<file path="src/sgct_pkg.sv">
package sgct_pkg;
  // clock and time figures
  localparam int CLK_PERIOD_NS = 20;
  localparam int RAS_MIN_NS = 32;
  localparam int RAS_CYC = (RAS_MIN_NS + CLK_PERIOD_NS - 1) / CLK_PERIOD_NS;
  localparam int CAL_MAX_NS = 40;
  localparam int CAL_CYC_I = CAL_MAX_NS / CLK_PERIOD_NS;
  localparam int CAL_CYC = (CAL_CYC_I < 1) ? 1 : CAL_CYC_I;
  localparam int PLL_LOCK_CK = 5000;
  localparam int LOCK_W = 13;
  localparam int RAS_W = 4;
  localparam int CAL_W = 4;
  localparam logic [RAS_W-1:0] RAS_LOAD = RAS_W'(RAS_CYC);
  localparam logic [CAL_W-1:0] CAL_LOAD = CAL_W'(CAL_CYC);
  // pin widths
  localparam int NUM_BANKS = 16;
  localparam int CMD_W = 4;
  localparam int BANK_W = 4;
  localparam int ADDR_W = 10;
  localparam int DQ_W = 32;
  localparam int SYNC_W = 1 + 1 + CMD_W + BANK_W + ADDR_W + DQ_W;
  localparam logic [3:0] LOW_LIMIT = 4'h4;
  // command codes on the command pins
  localparam logic [CMD_W-1:0] CMD_NOP = 4'h0;
  localparam logic [CMD_W-1:0] CMD_ACT = 4'h1;
  localparam logic [CMD_W-1:0] CMD_RD = 4'h2;
  localparam logic [CMD_W-1:0] CMD_WR = 4'h3;
  localparam logic [CMD_W-1:0] CMD_RDA = 4'h4;
  localparam logic [CMD_W-1:0] CMD_WRA = 4'h5;
  localparam logic [CMD_W-1:0] CMD_PRE = 4'h6;
  localparam logic [CMD_W-1:0] CMD_REF = 4'h7;
  localparam logic [CMD_W-1:0] CMD_MRS = 4'h8;
  localparam logic [CMD_W-1:0] CMD_PDE = 4'h9;
  localparam logic [CMD_W-1:0] CMD_SRE = 4'ha;
  localparam logic [CMD_W-1:0] CMD_PDX = 4'hb;
  // mode register selection and field positions
  localparam logic [BANK_W-1:0] MR_SIX_SEL = 4'h6;
  localparam logic [BANK_W-1:0] MR_SEVEN_SEL = 4'h7;
  localparam int MODE_SIX_ALIGN_BIT = 0;
  localparam int MODE_SEVEN_LF_BIT = 3;
  localparam int MODE_SEVEN_SYNC_BIT = 4;
  localparam int MODE_SEVEN_HVREF_BIT = 7;
  localparam logic [ADDR_W-1:0] MR_RESET = 10'h000;
  // register map, byte addresses
  localparam logic [7:0] REG_CTRL = 8'h00;
  localparam logic [7:0] REG_STATUS = 8'h04;
  localparam logic [7:0] REG_MODE_SIX = 8'h08;
  localparam logic [7:0] REG_MODE_SEVEN = 8'h0c;
  localparam logic [7:0] REG_ERR = 8'h10;
  localparam int CTRL_PLL_EN = 0;
  localparam int CTRL_DINV_EN = 1;
  localparam int CTRL_AINV_EN = 2;
  localparam logic [2:0] CTRL_RESET = 3'h6;
  localparam int ERR_DINV = 0;
  localparam int ERR_AINV = 1;
  typedef enum logic [1:0] {SGCT_PWR_ON, SGCT_PWR_DOWN, SGCT_PWR_SELF} sgct_pwr_t;
  typedef enum logic [1:0] {SGCT_PLL_OFF, SGCT_PLL_LOCKING, SGCT_PLL_LOCKED} sgct_pll_t;
endpackage : sgct_pkg

</file>
<file path="src/sgct_core.sv">
// Summary of operation
// controller idles two cycles entering power-down
// controller waits ten cycles after power-down exit
// mode register commands spaced four cycles
// PLL locks within 5000 command cycles
// calibration update finishes within 40 ns
// controller waits 10 us before sensor use
// auto-precharge held off until row-active time
// long spacing only for same bank group
// at most four activates per window
// at most 32 activates per long window
// long read-to-precharge for same bank, groups on
// write recovery delay rounds each term up
// long column spacing within same bank group
// short column spacing for listed gapless pairs
// waiting eight cycles after pattern load suffices
// read-to-write turnaround includes clock-to-data difference
// train write data timing before writes
// train read data timing before reads
// data clock period is half command clock
// data timing holds only with inversion, four lows
// address timing holds only with inversion, four lows
// mode six bit A0 selects alignment point
// mode seven selects autosync, low freq, half vref
//
// The implementer's own choices: the address map and register access over Wishbone.
`timescale 1ns/100ps
`default_nettype none
module sgct_core #(
  parameter int LOCK_CYCLES = sgct_pkg::PLL_LOCK_CK // command-clock edges until lock
) (
  input wire logic clk_sys, // system clock, 50 MHz
  input wire logic nrst, // async reset, active low
  input wire logic ck_pin, // command clock from the controller
  input wire logic [sgct_pkg::CMD_W-1:0] cmd_pin, // command code
  input wire logic [sgct_pkg::BANK_W-1:0] bank_pin, // bank address
  input wire logic [sgct_pkg::ADDR_W-1:0] addr_pin, // row/column/mode address
  input wire logic [sgct_pkg::DQ_W-1:0] dq_pin, // write data
  input wire logic dq_valid_pin, // write data present on dq
  input wire logic wb_cyc_i, // wishbone cycle
  input wire logic wb_stb_i, // wishbone strobe
  input wire logic wb_we_i, // wishbone write enable
  input wire logic [7:0] wb_adr_i, // wishbone byte address
  input wire logic [3:0] wb_sel_i, // wishbone byte selects
  input wire logic [31:0] wb_dat_i, // wishbone write data
  output logic [31:0] wb_dat_o, // wishbone read data
  output logic wb_ack_o, // wishbone acknowledge
  output logic pll_locked_r, // pll reports lock
  output logic cal_busy_r, // calibration update in progress
  output logic align_at_pins_r, // clock alignment at pins, else at detector
  output logic autosync_r, // automatic clock synchronization on
  output logic low_freq_r, // low frequency mode on
  output logic half_vref_r, // half data reference voltage selected
  output logic [sgct_pkg::NUM_BANKS-1:0] int_pre_r // internal precharge pulses
);
  import sgct_pkg::*;

  // counts low bits of a 10-bit group; callers pad unused bits with ones
  function automatic logic [3:0] count_low(input logic [ADDR_W-1:0] v);
    logic [3:0] n;
    n = 4'h0;
    for (int i = 0; i < ADDR_W; i++) begin
      n = n + {3'h0, ~v[i]};
    end
    return n;
  endfunction : count_low

  // two-flop synchroniser for everything arriving on pins
  logic [SYNC_W-1:0] sync1_r;
  logic [SYNC_W-1:0] sync2_r;
  always_ff @(posedge clk_sys or negedge nrst) begin
    if (!nrst) begin
      sync1_r <= '0;
      sync2_r <= '0;
    end else begin
      sync1_r <= {ck_pin, dq_valid_pin, cmd_pin, bank_pin, addr_pin, dq_pin};
      sync2_r <= sync1_r;
    end
  end

  wire ck_s = sync2_r[SYNC_W-1];
  wire dqv_s = sync2_r[SYNC_W-2];
  wire [CMD_W-1:0] cmd_s = sync2_r[SYNC_W-3 -: CMD_W];
  wire [BANK_W-1:0] bank_s = sync2_r[SYNC_W-3-CMD_W -: BANK_W];
  wire [ADDR_W-1:0] addr_s = sync2_r[DQ_W+ADDR_W-1 -: ADDR_W];
  wire [DQ_W-1:0] dq_s = sync2_r[DQ_W-1:0];

  // rising edge of the command clock marks a command slot
  logic ck_d_r;
  always_ff @(posedge clk_sys or negedge nrst) begin
    if (!nrst) begin
      ck_d_r <= 1'b0;
    end else begin
      ck_d_r <= ck_s;
    end
  end
  wire ck_rise = ck_s & ~ck_d_r;

  // command decode; only exit is honoured while powered down
  sgct_pwr_t pwr_r;
  sgct_pwr_t pwr_nxt;
  wire awake = (pwr_r == SGCT_PWR_ON);
  wire slot = ck_rise & awake;
  wire c_act = slot & (cmd_s == CMD_ACT);
  wire c_rda = slot & (cmd_s == CMD_RDA);
  wire c_wra = slot & (cmd_s == CMD_WRA);
  wire c_pre = slot & (cmd_s == CMD_PRE);
  wire c_ref = slot & (cmd_s == CMD_REF);
  wire c_mrs = slot & (cmd_s == CMD_MRS);
  wire c_pde = slot & (cmd_s == CMD_PDE);
  wire c_sre = slot & (cmd_s == CMD_SRE);
  wire c_pdx = ck_rise & ~awake & (cmd_s == CMD_PDX);
  wire c_any = slot & (cmd_s != CMD_NOP);

  // power state follows entry and exit commands
  always_comb begin
    pwr_nxt = pwr_r;
    unique case (pwr_r)
      SGCT_PWR_ON: begin
        if (c_pde) begin
          pwr_nxt = SGCT_PWR_DOWN;
        end else if (c_sre) begin
          pwr_nxt = SGCT_PWR_SELF;
        end
      end
      SGCT_PWR_DOWN, SGCT_PWR_SELF: begin
        if (c_pdx) begin
          pwr_nxt = SGCT_PWR_ON;
        end
      end
      default: pwr_nxt = SGCT_PWR_ON;
    endcase
  end

  always_ff @(posedge clk_sys or negedge nrst) begin
    if (!nrst) begin
      pwr_r <= SGCT_PWR_ON;
    end else begin
      pwr_r <= pwr_nxt;
    end
  end

  // control register steers pll enable and inversion checking
  logic [2:0] ctrl_r;
  wire pll_en = ctrl_r[CTRL_PLL_EN];
  wire dinv_en = ctrl_r[CTRL_DINV_EN];
  wire ainv_en = ctrl_r[CTRL_AINV_EN];

  // pll lock counts command-clock edges; lock is reported no later than the limit
  sgct_pll_t pll_r;
  logic [LOCK_W-1:0] lock_cnt_r;
  wire lock_done = (lock_cnt_r >= LOCK_W'(LOCK_CYCLES - 1));
  always_ff @(posedge clk_sys or negedge nrst) begin
    if (!nrst) begin
      pll_r <= SGCT_PLL_OFF;
      lock_cnt_r <= '0;
      pll_locked_r <= 1'b0;
    end else begin
      pll_locked_r <= (pll_r == SGCT_PLL_LOCKED) & pll_en;
      if (!pll_en) begin
        pll_r <= SGCT_PLL_OFF;
        lock_cnt_r <= '0;
      end else if (pll_r == SGCT_PLL_OFF) begin
        pll_r <= SGCT_PLL_LOCKING;
      end else if (pll_r == SGCT_PLL_LOCKING && ck_rise) begin
        lock_cnt_r <= lock_cnt_r + 1'b1;
        if (lock_done) begin
          pll_r <= SGCT_PLL_LOCKED;
        end
      end
    end
  end

  // calibration update after refresh, ends within the 40 ns bound
  logic [CAL_W-1:0] cal_cnt_r;
  always_ff @(posedge clk_sys or negedge nrst) begin
    if (!nrst) begin
      cal_cnt_r <= '0;
      cal_busy_r <= 1'b0;
    end else begin
      if (c_ref) begin
        cal_cnt_r <= CAL_LOAD - 1'b1;
        cal_busy_r <= 1'b1;
      end else if (cal_cnt_r != '0) begin
        cal_cnt_r <= cal_cnt_r - 1'b1;
      end else begin
        cal_busy_r <= 1'b0;
      end
    end
  end

  // mode registers six and seven, loaded by mode register set commands
  logic [ADDR_W-1:0] mode_six_r;
  logic [ADDR_W-1:0] mode_seven_r;
  always_ff @(posedge clk_sys or negedge nrst) begin
    if (!nrst) begin
      mode_six_r <= MR_RESET;
      mode_seven_r <= MR_RESET;
      align_at_pins_r <= 1'b0;
      autosync_r <= 1'b0;
      low_freq_r <= 1'b0;
      half_vref_r <= 1'b0;
    end else begin
      if (c_mrs && bank_s == MR_SIX_SEL) begin
        mode_six_r <= addr_s;
      end
      if (c_mrs && bank_s == MR_SEVEN_SEL) begin
        mode_seven_r <= addr_s;
      end
      align_at_pins_r <= mode_six_r[MODE_SIX_ALIGN_BIT];
      autosync_r <= mode_seven_r[MODE_SEVEN_SYNC_BIT];
      low_freq_r <= mode_seven_r[MODE_SEVEN_LF_BIT];
      half_vref_r <= mode_seven_r[MODE_SEVEN_HVREF_BIT];
    end
  end

  // banks with row-active holdoff on auto-precharge
  logic [NUM_BANKS-1:0] bank_open;
  logic [NUM_BANKS-1:0] bank_hit;
  for (genvar b = 0; b < NUM_BANKS; b++) begin : g_bank
    assign bank_hit[b] = (bank_s == BANK_W'(b));
    sgct_bank u_bank (
      .clk_sys(clk_sys),
      .nrst(nrst),
      .act(c_act & bank_hit[b]),
      .col_ap((c_rda | c_wra) & bank_hit[b]),
      .pre(c_pre & bank_hit[b]),
      .open_r(bank_open[b]),
      .int_pre_r(int_pre_r[b])
    );
  end

  // inversion checks: timing is only promised with inversion on and few lows
  wire [3:0] addr_lows = count_low(addr_s);
  logic dinv_bad;
  always_comb begin
    dinv_bad = 1'b0;
    for (int i = 0; i < DQ_W / 8; i++) begin
      if (count_low({2'b11, dq_s[i*8 +: 8]}) > LOW_LIMIT) begin
        dinv_bad = 1'b1;
      end
    end
  end
  wire dinv_evt = ck_rise & dqv_s & (~dinv_en | dinv_bad);
  wire ainv_evt = c_any & (~ainv_en | (addr_lows > LOW_LIMIT));

  // wishbone slave: one wait cycle, ack registered with the read data
  wire req = wb_cyc_i & wb_stb_i & ~wb_ack_o;
  wire wr = req & wb_we_i & wb_sel_i[0];
  wire hit_ctrl = (wb_adr_i == REG_CTRL);
  wire hit_err = (wb_adr_i == REG_ERR);
  wire [31:0] status_val = {bank_open, 12'h000, pwr_r, cal_busy_r, pll_locked_r};
  logic [1:0] err_r;
  logic [31:0] rd_mux;
  always_comb begin
    unique case (wb_adr_i)
      REG_CTRL: rd_mux = {29'h0, ctrl_r};
      REG_STATUS: rd_mux = status_val;
      REG_MODE_SIX: rd_mux = {22'h0, mode_six_r};
      REG_MODE_SEVEN: rd_mux = {22'h0, mode_seven_r};
      REG_ERR: rd_mux = {30'h0, err_r};
      default: rd_mux = 32'h0; // unmapped reads zero, writes ignored
    endcase
  end

  always_ff @(posedge clk_sys or negedge nrst) begin
    if (!nrst) begin
      wb_ack_o <= 1'b0;
      wb_dat_o <= 32'h0;
      ctrl_r <= CTRL_RESET;
    end else begin
      wb_ack_o <= req;
      wb_dat_o <= req ? rd_mux : 32'h0;
      if (wr && hit_ctrl) begin
        ctrl_r <= wb_dat_i[2:0];
      end
    end
  end

  // sticky violation flags, write one to clear; a new event beats the clear
  wire [1:0] err_clr = (wr && hit_err) ? wb_dat_i[1:0] : 2'b00;
  wire [1:0] err_set = {ainv_evt, dinv_evt};
  always_ff @(posedge clk_sys or negedge nrst) begin
    if (!nrst) begin
      err_r <= 2'b00;
    end else begin
      err_r <= (err_r & ~err_clr) | err_set;
    end
  end
endmodule : sgct_core
`default_nettype wire

</file>
<file path="src/sgct_bank.sv">
`timescale 1ns/100ps
`default_nettype none
module sgct_bank
  import sgct_pkg::*;
(
  input wire logic clk_sys, // system clock
  input wire logic nrst, // async reset, active low
  input wire logic act, // activate pulse for this bank
  input wire logic col_ap, // read or write with auto-precharge
  input wire logic pre, // explicit precharge pulse
  output logic open_r, // row is open
  output logic int_pre_r // internal precharge pulse
);
  logic [RAS_W-1:0] ras_cnt_r;
  logic ap_pend_r;
  wire ras_met = (ras_cnt_r == '0);
  wire fire = open_r & ap_pend_r & ras_met & ~act;

  // row-active timer, loaded on activate and run down to zero
  always_ff @(posedge clk_sys or negedge nrst) begin
    if (!nrst) begin
      ras_cnt_r <= '0;
    end else if (act) begin
      ras_cnt_r <= RAS_LOAD;
    end else if (!ras_met) begin
      ras_cnt_r <= ras_cnt_r - 1'b1;
    end
  end

  // auto-precharge waits here until the row-active time is met
  always_ff @(posedge clk_sys or negedge nrst) begin
    if (!nrst) begin
      open_r <= 1'b0;
      ap_pend_r <= 1'b0;
      int_pre_r <= 1'b0;
    end else begin
      int_pre_r <= fire;
      if (act) begin
        open_r <= 1'b1;
        ap_pend_r <= 1'b0;
      end else if (pre || fire) begin
        open_r <= 1'b0;
        ap_pend_r <= 1'b0;
      end else if (col_ap && open_r) begin
        ap_pend_r <= 1'b1;
      end
    end
  end
endmodule : sgct_bank
`default_nettype wire

</file>
<file path="config.mk">
export PLATFORM = sky130hd
export DESIGN_NAME = sgct_core
export DESIGN_NICKNAME = d
export VERILOG_FILES = /design/src/sgct_pkg.sv /design/src/sgct_core.sv /design/src/sgct_bank.sv
export SDC_FILE = /design/constraint.sdc
export NUM_CORES = 1
export LEC_CHECK = 0
export ABC_AREA = 1
export BUFFER_PORTS_ARGS = -buffer_cell sky130_fd_sc_hd__buf_2
export CORE_MARGIN = 2
export CORE_UTILIZATION = 45
export CTS_BUF_LIST = sky130_fd_sc_hd__clkbuf_16
export CTS_CLUSTER_SIZE = 20
export DETAILED_ROUTE_END_ITERATION = 10
export PLACE_DENSITY = 0.66
export RECOVER_POWER = 100
export SYNTH_ARGS = -nofsm -noshare
export SYNTH_HDL_FRONTEND = slang
export SYNTH_SLANG_ARGS = --single-unit
</file>
<file path="constraint.sdc">
create_clock -name clk_sys -period 9.4 [get_ports clk_sys]
set_input_delay 1.88 -clock clk_sys [delete_from_list [all_inputs] [get_ports clk_sys]]
set_output_delay 1.88 -clock clk_sys [all_outputs]
set_load 0.05 [all_outputs]
</file>
# After elaboration in Yosys (flattened, before gate mapping)
# Cells that the tools add are included.
# totals
out_inout_bits	55
elab_cells	615
regBits	302
# op_classes
n_addsub	55
n_bitwise	186
order_cmp	6
n_mux	134
reduce_logical	96
n_eq_ne	55
# ops
op	n
32-bit one-hot mux with 5 select lines	1
4-bit two-way mux	34
1-bit bitwise AND	117
4-bit by 1-bit adder with 4-bit output	22
1-bit two-way mux	86
4-bit zero test	17
4-bit by 1-bit subtractor with 4-bit output, second input constant	17
1-bit inverter	63
4-bit equality test, second input constant	12
3-bit nonzero test	16
13-bit two-way mux	3
2-bit by 1-bit != test with 1-bit output, second input constant	17
2-bit nonzero test	17
4-bit by 3-bit equality test with 1-bit output, second input constant	8
32-bit two-way mux	1
1-bit logical AND	21
3-bit by 1-bit adder with 4-bit output	5
4-bit by 3-bit greater-than comparator with 1-bit output, second input constant	5
8-bit by 4-bit equality test with 1-bit output, second input constant	2
1-bit logical OR	16
2-bit two-way mux	8
2-bit by 1-bit adder with 3-bit output	5
13-bit by 1-bit adder with 13-bit output, second input constant	1
13-bit >= comparator, second input constant	1
other kinds (19)	37

# Logic depth before layout (Yosys ltp)
# Gate-level depths: netlist of run 1.
# logic_depth
ltp_word	16
ltp_mapped	13

# By module
# A second synthesis of run 1 with hierarchy kept.
# unflattened
hier_cells	1452
hier_area_um2	13439.1
# modules_own_cells
module	area_per_inst_um2	n_inst	cells_each	seq_area_each_um2
sgct_core	7673.6	1	780	4606.9
sgct_bank	360.3	16	42	175.2

# Least setup slack after synthesis of run 1
# No wires, ideal clock.
# synth_timing
path_type	flip-flop to flip-flop
from	register sync2_r[0]
to	register err_r[0]
arrival_ns	3.094
setup_ns	0.121
path_stages_with_launch	14
path_slack_ns	6.185
synth_period_minus_slack_ns	3.215
cell_sequence	dfrtp_1 -> fa_1 -> inv_1 -> fa_1 -> fa_1 -> ha_1 -> fa_1 -> or2_2 -> o211ai_1 -> nand2_1 -> inv_1 -> nand2_1 -> o21bai_1 -> nand2_1
# synth_via
elab_chain_cells	16
# synth_rtl
item	line	rtl
start: declaration	sgct_core.sv:70	logic [SYNC_W-1:0] sync2_r;
start signal: assignment	sgct_core.sv:77	sync2_r <= sync1_r;
1-bit inverter	sgct_core.sv:63	n = n + {3'h0, ~v[i]};
1-bit by 1-bit adder with 2-bit output	sgct_core.sv:63	
2-bit by 1-bit adder with 3-bit output	sgct_core.sv:63	
3-bit by 1-bit adder with 4-bit output	sgct_core.sv:63	
4-bit by 1-bit adder with 4-bit output (4 in series)	sgct_core.sv:63	
4-bit by 3-bit greater-than comparator with 1-bit output	sgct_core.sv:239	if (count_low({2'b11, dq_s[i*8 +: 8]}) > LOW_LIMIT) begin
1-bit two-way mux (4 in series)	sgct_core.sv:239	
1-bit OR	sgct_core.sv:244	wire dinv_evt = ck_rise & dqv_s & (~dinv_en | dinv_bad);
1-bit bitwise AND	sgct_core.sv:244	
2-bit OR	sgct_core.sv:287	err_r <= (err_r & ~err_clr) | err_set;
end signal: assignment	sgct_core.sv:287	
end: declaration	sgct_core.sv:253	logic [1:0] err_r;
# No other way between the ends.
# A chain may end at the register's enable or synchronous reset.

==> flow_summary.ini, run 1 <==
[outcome]
run_status = complete, but fails checks
violations = max-capacitance violations, max-slew violations

[synth]
synth_top_family_by_area = simple AND/OR/NAND/NOR gates
async_reset_ff_share_pct = 100.0
ys.flop_type = dfrtp_1
yosysUniqueCellTypes = 47
avgSynthCellArea_sq_um = 10.54
syn_inst = 1238
yosys_warnings = 0
synth_edf_count = 0
synth_xor_area_share_pct = 3.155
synth-seq-area-share_pct = 56.79
synth_adder_area_share_pct = 8.171
synth-simple-area-share_pct = 19.44
yosys-mux-area-fraction_pct = 0.1726
syn-cell-area_sq_mm = 0.01305
synth_compound_area_share_pct = 4.661
ys_ff_latch = 296

[worst_setup_path]
worstReg2RegEnd = g_bank[5].u_bank.open_r
critPathSlowestCell = clkbuf_1
worstPathArrival_ps = 4940
reg2reg_from = pwr_r[0]
critPathBufInv = 2
crit_chain = buf_8 > clkbuf_1
r2r_slack_ps = 4660
r2r_cells = 9
worstPathRequired_ps = 9270
cp-end-kind = async pin
max_stage_delay_ps = 2490
crit_family = buffers and inverters
start_kind = primary input
path_class = primary input to async pin
worstPathMaxFanout = 91

[route]
top_layer = met4
via_count = 8533
drcViolationCount = 0
avgViaCountPerCell = 4.832
met2_length_um = 11560
route.met3.wl_um = 1131
wl_met1_um = 10980
first_pass_iters = 5
drt_first_iter_violations = 502
ant_nets = 0
wl_um = 24180
wl_per_cell_um = 13.69

[global_route]
grt_pass1_wl_um = 41130
antenna_found_initial = 0
grt.total_usage_pct = 16.42
gr-total-overflow = 0
grt_pass1_vias = 8402
grt_max_degree = 92

[timing]
finalSetupTns_ps = 0
tightest_slew_ps = 3459
max_freq_ghz = 0.1972
finalHoldViolCount = 0
clock-skew-final_ps = 17.77
finalCriticalPeriod_ps = 5071
max_slew_margin_pct = -130.6
period_share_pct = 53.94
maxSlewViolCount = 173
setup_violations = 0
rsz0062_at_grt = false
fin_hold_ws_ps = 339.9

[finish]
stdcell_area_sq_mm = 0.01454
layout-drive-gt1-share_pct = 11.00
syn_to_final_growth_pct = 11.46
nets = 1532
final_util_pct = 50.80
stdcell_count = 1766
antenna_cells = 0

[clock_tree]
cts_sinks = 296
cts_buffer_depth = 3
cts.clk_slew.worst_paths_ps = 60
ctsResizeCount = 0
clk_latency_ps = 560
clockRootBuffer = clkbuf_16
htree_num_levels = 1
cts_hold_buf = 0
cts_made_buffers = 31
postCtsSetupBuffers = 0
cts_tree = yes

[place]
io_buffers = 117
dp_hpwl_um = 16440
dpl_cell_area_sq_mm = 0.01388
dp_cells = 1710
place.gp.congestion = 0.8292

[die]
fp.dieW_um = 174.3
core_sq_mm = 0.02863
placementRows = 62
io-pin-count = 156
die_area_sq_mm = 0.03037
start_util_pct = 45.58
die_h_um = 174.3

[power]
netSwitchingFraction_pct = 30.94
peakVddDrop_mv = 0.1694
power_switching_mw = 1.124
p_seq_share_pct = 44.7
powerDensity_mw_per_mm2 = 249.8
p_leak_nw = 7.441
internal_power_mw = 2.509
p_comb_share_pct = 23.8
p_clk_share_pct = 31.5

[worst_hold_path]
hp-start = sync1_r[41]
hp-class = flop to flop
min_to = sync2_r[41]
hold_path_depth = 0

[job]
cap_violations = 4
[power by group through the flow]
stage / combinational [mW] / sequential (mW) / clock [mW]
after CTS: 0.888 / 1.62 / 1.18
after global routing: 1.01 / 1.65 / 1.23
final: 0.864 / 1.62 / 1.15
after detailed placement: 0.875 / 1.64 / 0
after global placement: 0.843 / 1.64 / 0
after floorplan: 0.701 / 1.62 / 0
[state kept, by name, summed over array words and instances (netlist names), 3 cells and up]
register / flops
ctrl_r: 3
mode_six_r: 10
sync1_r: 52
g_bank.u_bank.ras_cnt_r: 64
lock_cnt_r: 13
cal_cnt_r: 4
g_bank.u_bank.open_r: 16
g_bank.u_bank.ap_pend_r: 16
wb_dat_o: 26
sync2_r: 52
g_bank.u_bank.int_pre_r: 16
mode_seven_r: 10
[worst max path at each step]
stage | startpoint | to | slack (ps) | cells past startpoint
2_1_floorplan | sync2_r[0] | err_r[0] | 6190 | 13
3_3_place_gp | wb_adr_i[1] | wb_dat_o[3] | 5710 | 6
3_5_place_dp | wb_adr_i[1] | wb_dat_o[3] | 5710 | 6
4_1_cts | sync2_r[0] | err_r[0] | 6030 | 13
5_1_grt | nrst | g_bank[8].u_bank.ras_cnt_r[3] | 3310 | 2
6_report | nrst | g_bank[2].u_bank.ras_cnt_r[1] | 4330 | 2
[synthesized netlist by cell type, types with 3 or more instances]
library cell  number  area (sq um)
dfrtp_1          294          7357
inv_1            175         656.9
nand2_1          172         645.6
nor2_1           108         405.4
nand3_1           83         415.4
nor3_1            51         255.2
ha_1              50         625.6
xor2_1            29         254.0
o21ai_0           28         140.1
buf_4             24         180.2
o21ai_1           24         120.1
fa_1              22         440.4
a31oi_1           18         112.6
xnor2_1           18         157.7
o211ai_1          17         127.6
nand3_4           16         280.3
inv_2             13         48.80
nand2_2           13         81.33
nand4_1           13         81.33
nand3_2           11         110.1
a21oi_1           10         50.05
buf_2              6         30.03
nand4_2            6         75.07
nor2_2             4         25.02
nor2_8             3         60.06
[placed cells by master (no fill, tap or decap), drive strengths merged, types with 22 or more instances in the layout]
| cell | count |
|---|---|
| nor2 | 117 |
| nor3 | 52 |
| dfrtp | 294 |
| o21ai | 53 |
| fa | 22 |
| xor2 | 29 |
| inv | 197 |
| ha | 50 |
| nand3 | 110 |
| nand2 | 187 |
| buf | 67 |
| clkbuf | 84 |
[stage by stage]
stage	setup slack (ps)	power [mW]
6_report	4329	3.632
5_1_grt	3307	3.889
4_1_cts	6034	3.692
3_5_place_dp	5715	2.517
3_3_place_gp	5707	2.480
2_1_floorplan	6185	2.320
[cell families after synthesis]
family	Yosys count
and+or+nand+nor	491
DFF	296
buffers and inverters	225
AOI/OAI and AO/OA	104
adders and majority gates	72
xor gates and xnor gates	47
muxes	2
other	1
[worst reg2reg max path: cells and delay by family, from the launching register on]
kind | cells | cell delay [ps]
AO/OA/AOI/OAI | 1 | 70
AND/OR/NAND/NOR | 5 | 3910
flip-flops | 1 | 400
buffers and inverters | 2 | 120
adder cells (fa/ha/maj) | 1 | 130
[metal layers]
layer	vias to the layer above	track usage, %
met3	38	2.756
met2	167	26.84
li1	4185	-
met1	4143	22.81
met5	-	0
met4	0	4.517
[cell type report]
class / instances / area, sq um
clock buffer: 31 / 775.7
clock inverter: 25 / 177.7
fill: 2573 / 14080
inverter: 188 / 705.7
multi-input combinational: 722 / 4446
sequential: 296 / 7410
tap: 384 / 480.5
timing repair buffer: 120 / 546.8
Note: power is estimated with default switching activity, not from simulation.
==> run 2: changes to the inputs <==
==> constraint.sdc (replaced) <==
create_clock -name clk_sys -period 4.8 [get_ports clk_sys]
set_input_delay 0.96 -clock clk_sys [delete_from_list [all_inputs] [get_ports clk_sys]]
set_output_delay 0.96 -clock clk_sys [all_outputs]
set_load 0.05 [all_outputs]
==> run 2 against run 1 <==
- the run still ends with max-capacitance violations, max-slew violations left
- clock power rose by 100%
- clock skew is 2.3 ps higher
- critical path depth increased by 7
- sequential power is 96% higher
- worst hold slack worse by 1.3 ps
- count of clock-buffer cells in the layout did not move
- power is 98% higher
- cell count about the same
- setup slack worse by 3200 ps
- core utilization is 0.16 points lower
==> flow_summary.ini, run 2 (synthesized netlist as in run 1, its figures left out) <==
[clock_tree]
cts_tree = yes
cts.clk_slew.worst_paths_ps = 60
ctsResizeCount = 0
cts_buffer_depth = 3
cts_sinks = 296
cts_hold_buf = 0
clk_latency_ps = 550
postCtsSetupBuffers = 0
htree_num_levels = 1
clockRootBuffer = clkbuf_16
cts_made_buffers = 31

[place]
dp_cells = 1710
dp_hpwl_um = 16310
place.gp.congestion = 0.7982
dpl_cell_area_sq_mm = 0.01391
io_buffers = 117

[route]
wl_met1_um = 11140
ant_nets = 0
via_count = 8442
met2_length_um = 10990
wl_per_cell_um = 13.46
route.met3.wl_um = 983
wl_um = 23780
drcViolationCount = 0
first_pass_iters = 5
avgViaCountPerCell = 4.778
drt_first_iter_violations = 513
top_layer = met4

[worst_setup_path]
start_kind = flop
cp-end-kind = flop
crit_start = pwr_r[0]
worstPathRequired_ps = 5220
worstPathArrival_ps = 4100
worstReg2RegEnd = g_bank[4].u_bank.open_r
worstPathMaxFanout = 23
path_class = flop to flop
r2r_slack_ps = 1120
reg2reg_from = pwr_r[0]
r2r_cells = 9

[die]
start_util_pct = 45.58
die_area_sq_mm = 0.03037
die_h_um = 174.3
placementRows = 62
fp.dieW_um = 174.3
core_sq_mm = 0.02863
io-pin-count = 156

[finish]
largest_reg_flops = 64
layout_common_cells = dfrtp_1, inv_1, nand2_1
layout-drive-gt1-share_pct = 10.48
layout_commonest_cell = dfrtp_1
syn_to_final_growth_pct = 11.11
stdcell_area_sq_mm = 0.01450
top_register = g_bank.u_bank.ras_cnt_r
nets = 1532
stdcell_count = 1767
reg.largest.list = g_bank.u_bank.ras_cnt_r (64), sync1_r (52), sync2_r (52)
antenna_cells = 0

[global_route]
gr-total-overflow = 0
antenna_found_initial = 0
grt.total_usage_pct = 16.06
grt_pass1_vias = 8300
grt_pass1_wl_um = 40280
grt_max_degree = 139

[worst_hold_path]
hp-class = flop to flop
hold_path_depth = 0
min_to = sync2_r[41]
hp-start = sync1_r[41]

[timing]
maxSlewViolCount = 121
max_freq_ghz = 0.2714
rsz0062_at_grt = false
tightest_slew_ps = 1947
clock-skew-final_ps = 20.06
period_share_pct = 76.77
finalSetupTns_ps = 0
setup_violations = 0
max_slew_margin_pct = -30.30
finalCriticalPeriod_ps = 3685
finalHoldViolCount = 0

[power]
peakVddDrop_mv = 0.2654
powerDensity_mw_per_mm2 = 496.8
p_leak_nw = 7.472

[job]
cap_violations = 3

[outcome]
run_status = complete, but fails checks
violations = max-capacitance violations, max-slew violations
-- run 2: power breakdown --
part           switching, mW  internal, mW  total, mW
Sequential             0.270          2.91       3.18
Clock                  0.960          1.39       2.35
Combinational          0.946         0.730       1.68
-- run 2: per-stage QoR --
step	total power, mW	hold WS [ps]	util, %	setup slack [ps]
6_report	7.201	338.6	50.64	1115
4_1_cts	7.325	338.7	52.10	1420
5_1_grt	7.723	337.0	50.64	803.9
3_5_place_dp	4.939	334.7	48.58	1428
2_1_floorplan	4.544	331.2	-	1585
3_3_place_gp	4.856	331.6	48.58	1466
-- run 2: metal layers --
metal,vias to the layer above,global-route usage [%]
met5,-,0
met2,172,25.68
met1,4055,22.61
li1,4164,-
met4,0,5.217
met3,51,2.472
-- run 2: final cells by class --
type	instances	area [sq um]
inverter	188	705.7
tap	384	480.5
clock buffer	31	775.7
clock inverter	26	231.5
multi-input combinational	722	4333
sequential	296	7410
fill	2569	14130
timing repair buffer	120	559.3
-- run 2: how the worst max path moves through the flow --
stage                                   end
finish              g_bank[4].u_bank.open_r
global route        g_bank[9].u_bank.open_r
CTS                                err_r[0]
detailed placement                 err_r[0]
global placement                   err_r[0]
floorplan                          err_r[0]
-- run 2: worst max-delay path: stages (launching register included) --
cell and delay [ps]:
dfrtp_1 400, inv_1 60, ha_1 130, inv_1 60, nor2_2 910, nand2_4 90, nor2_1 1480, nand2_1 150
nand3_1 190, o21ai_1 70
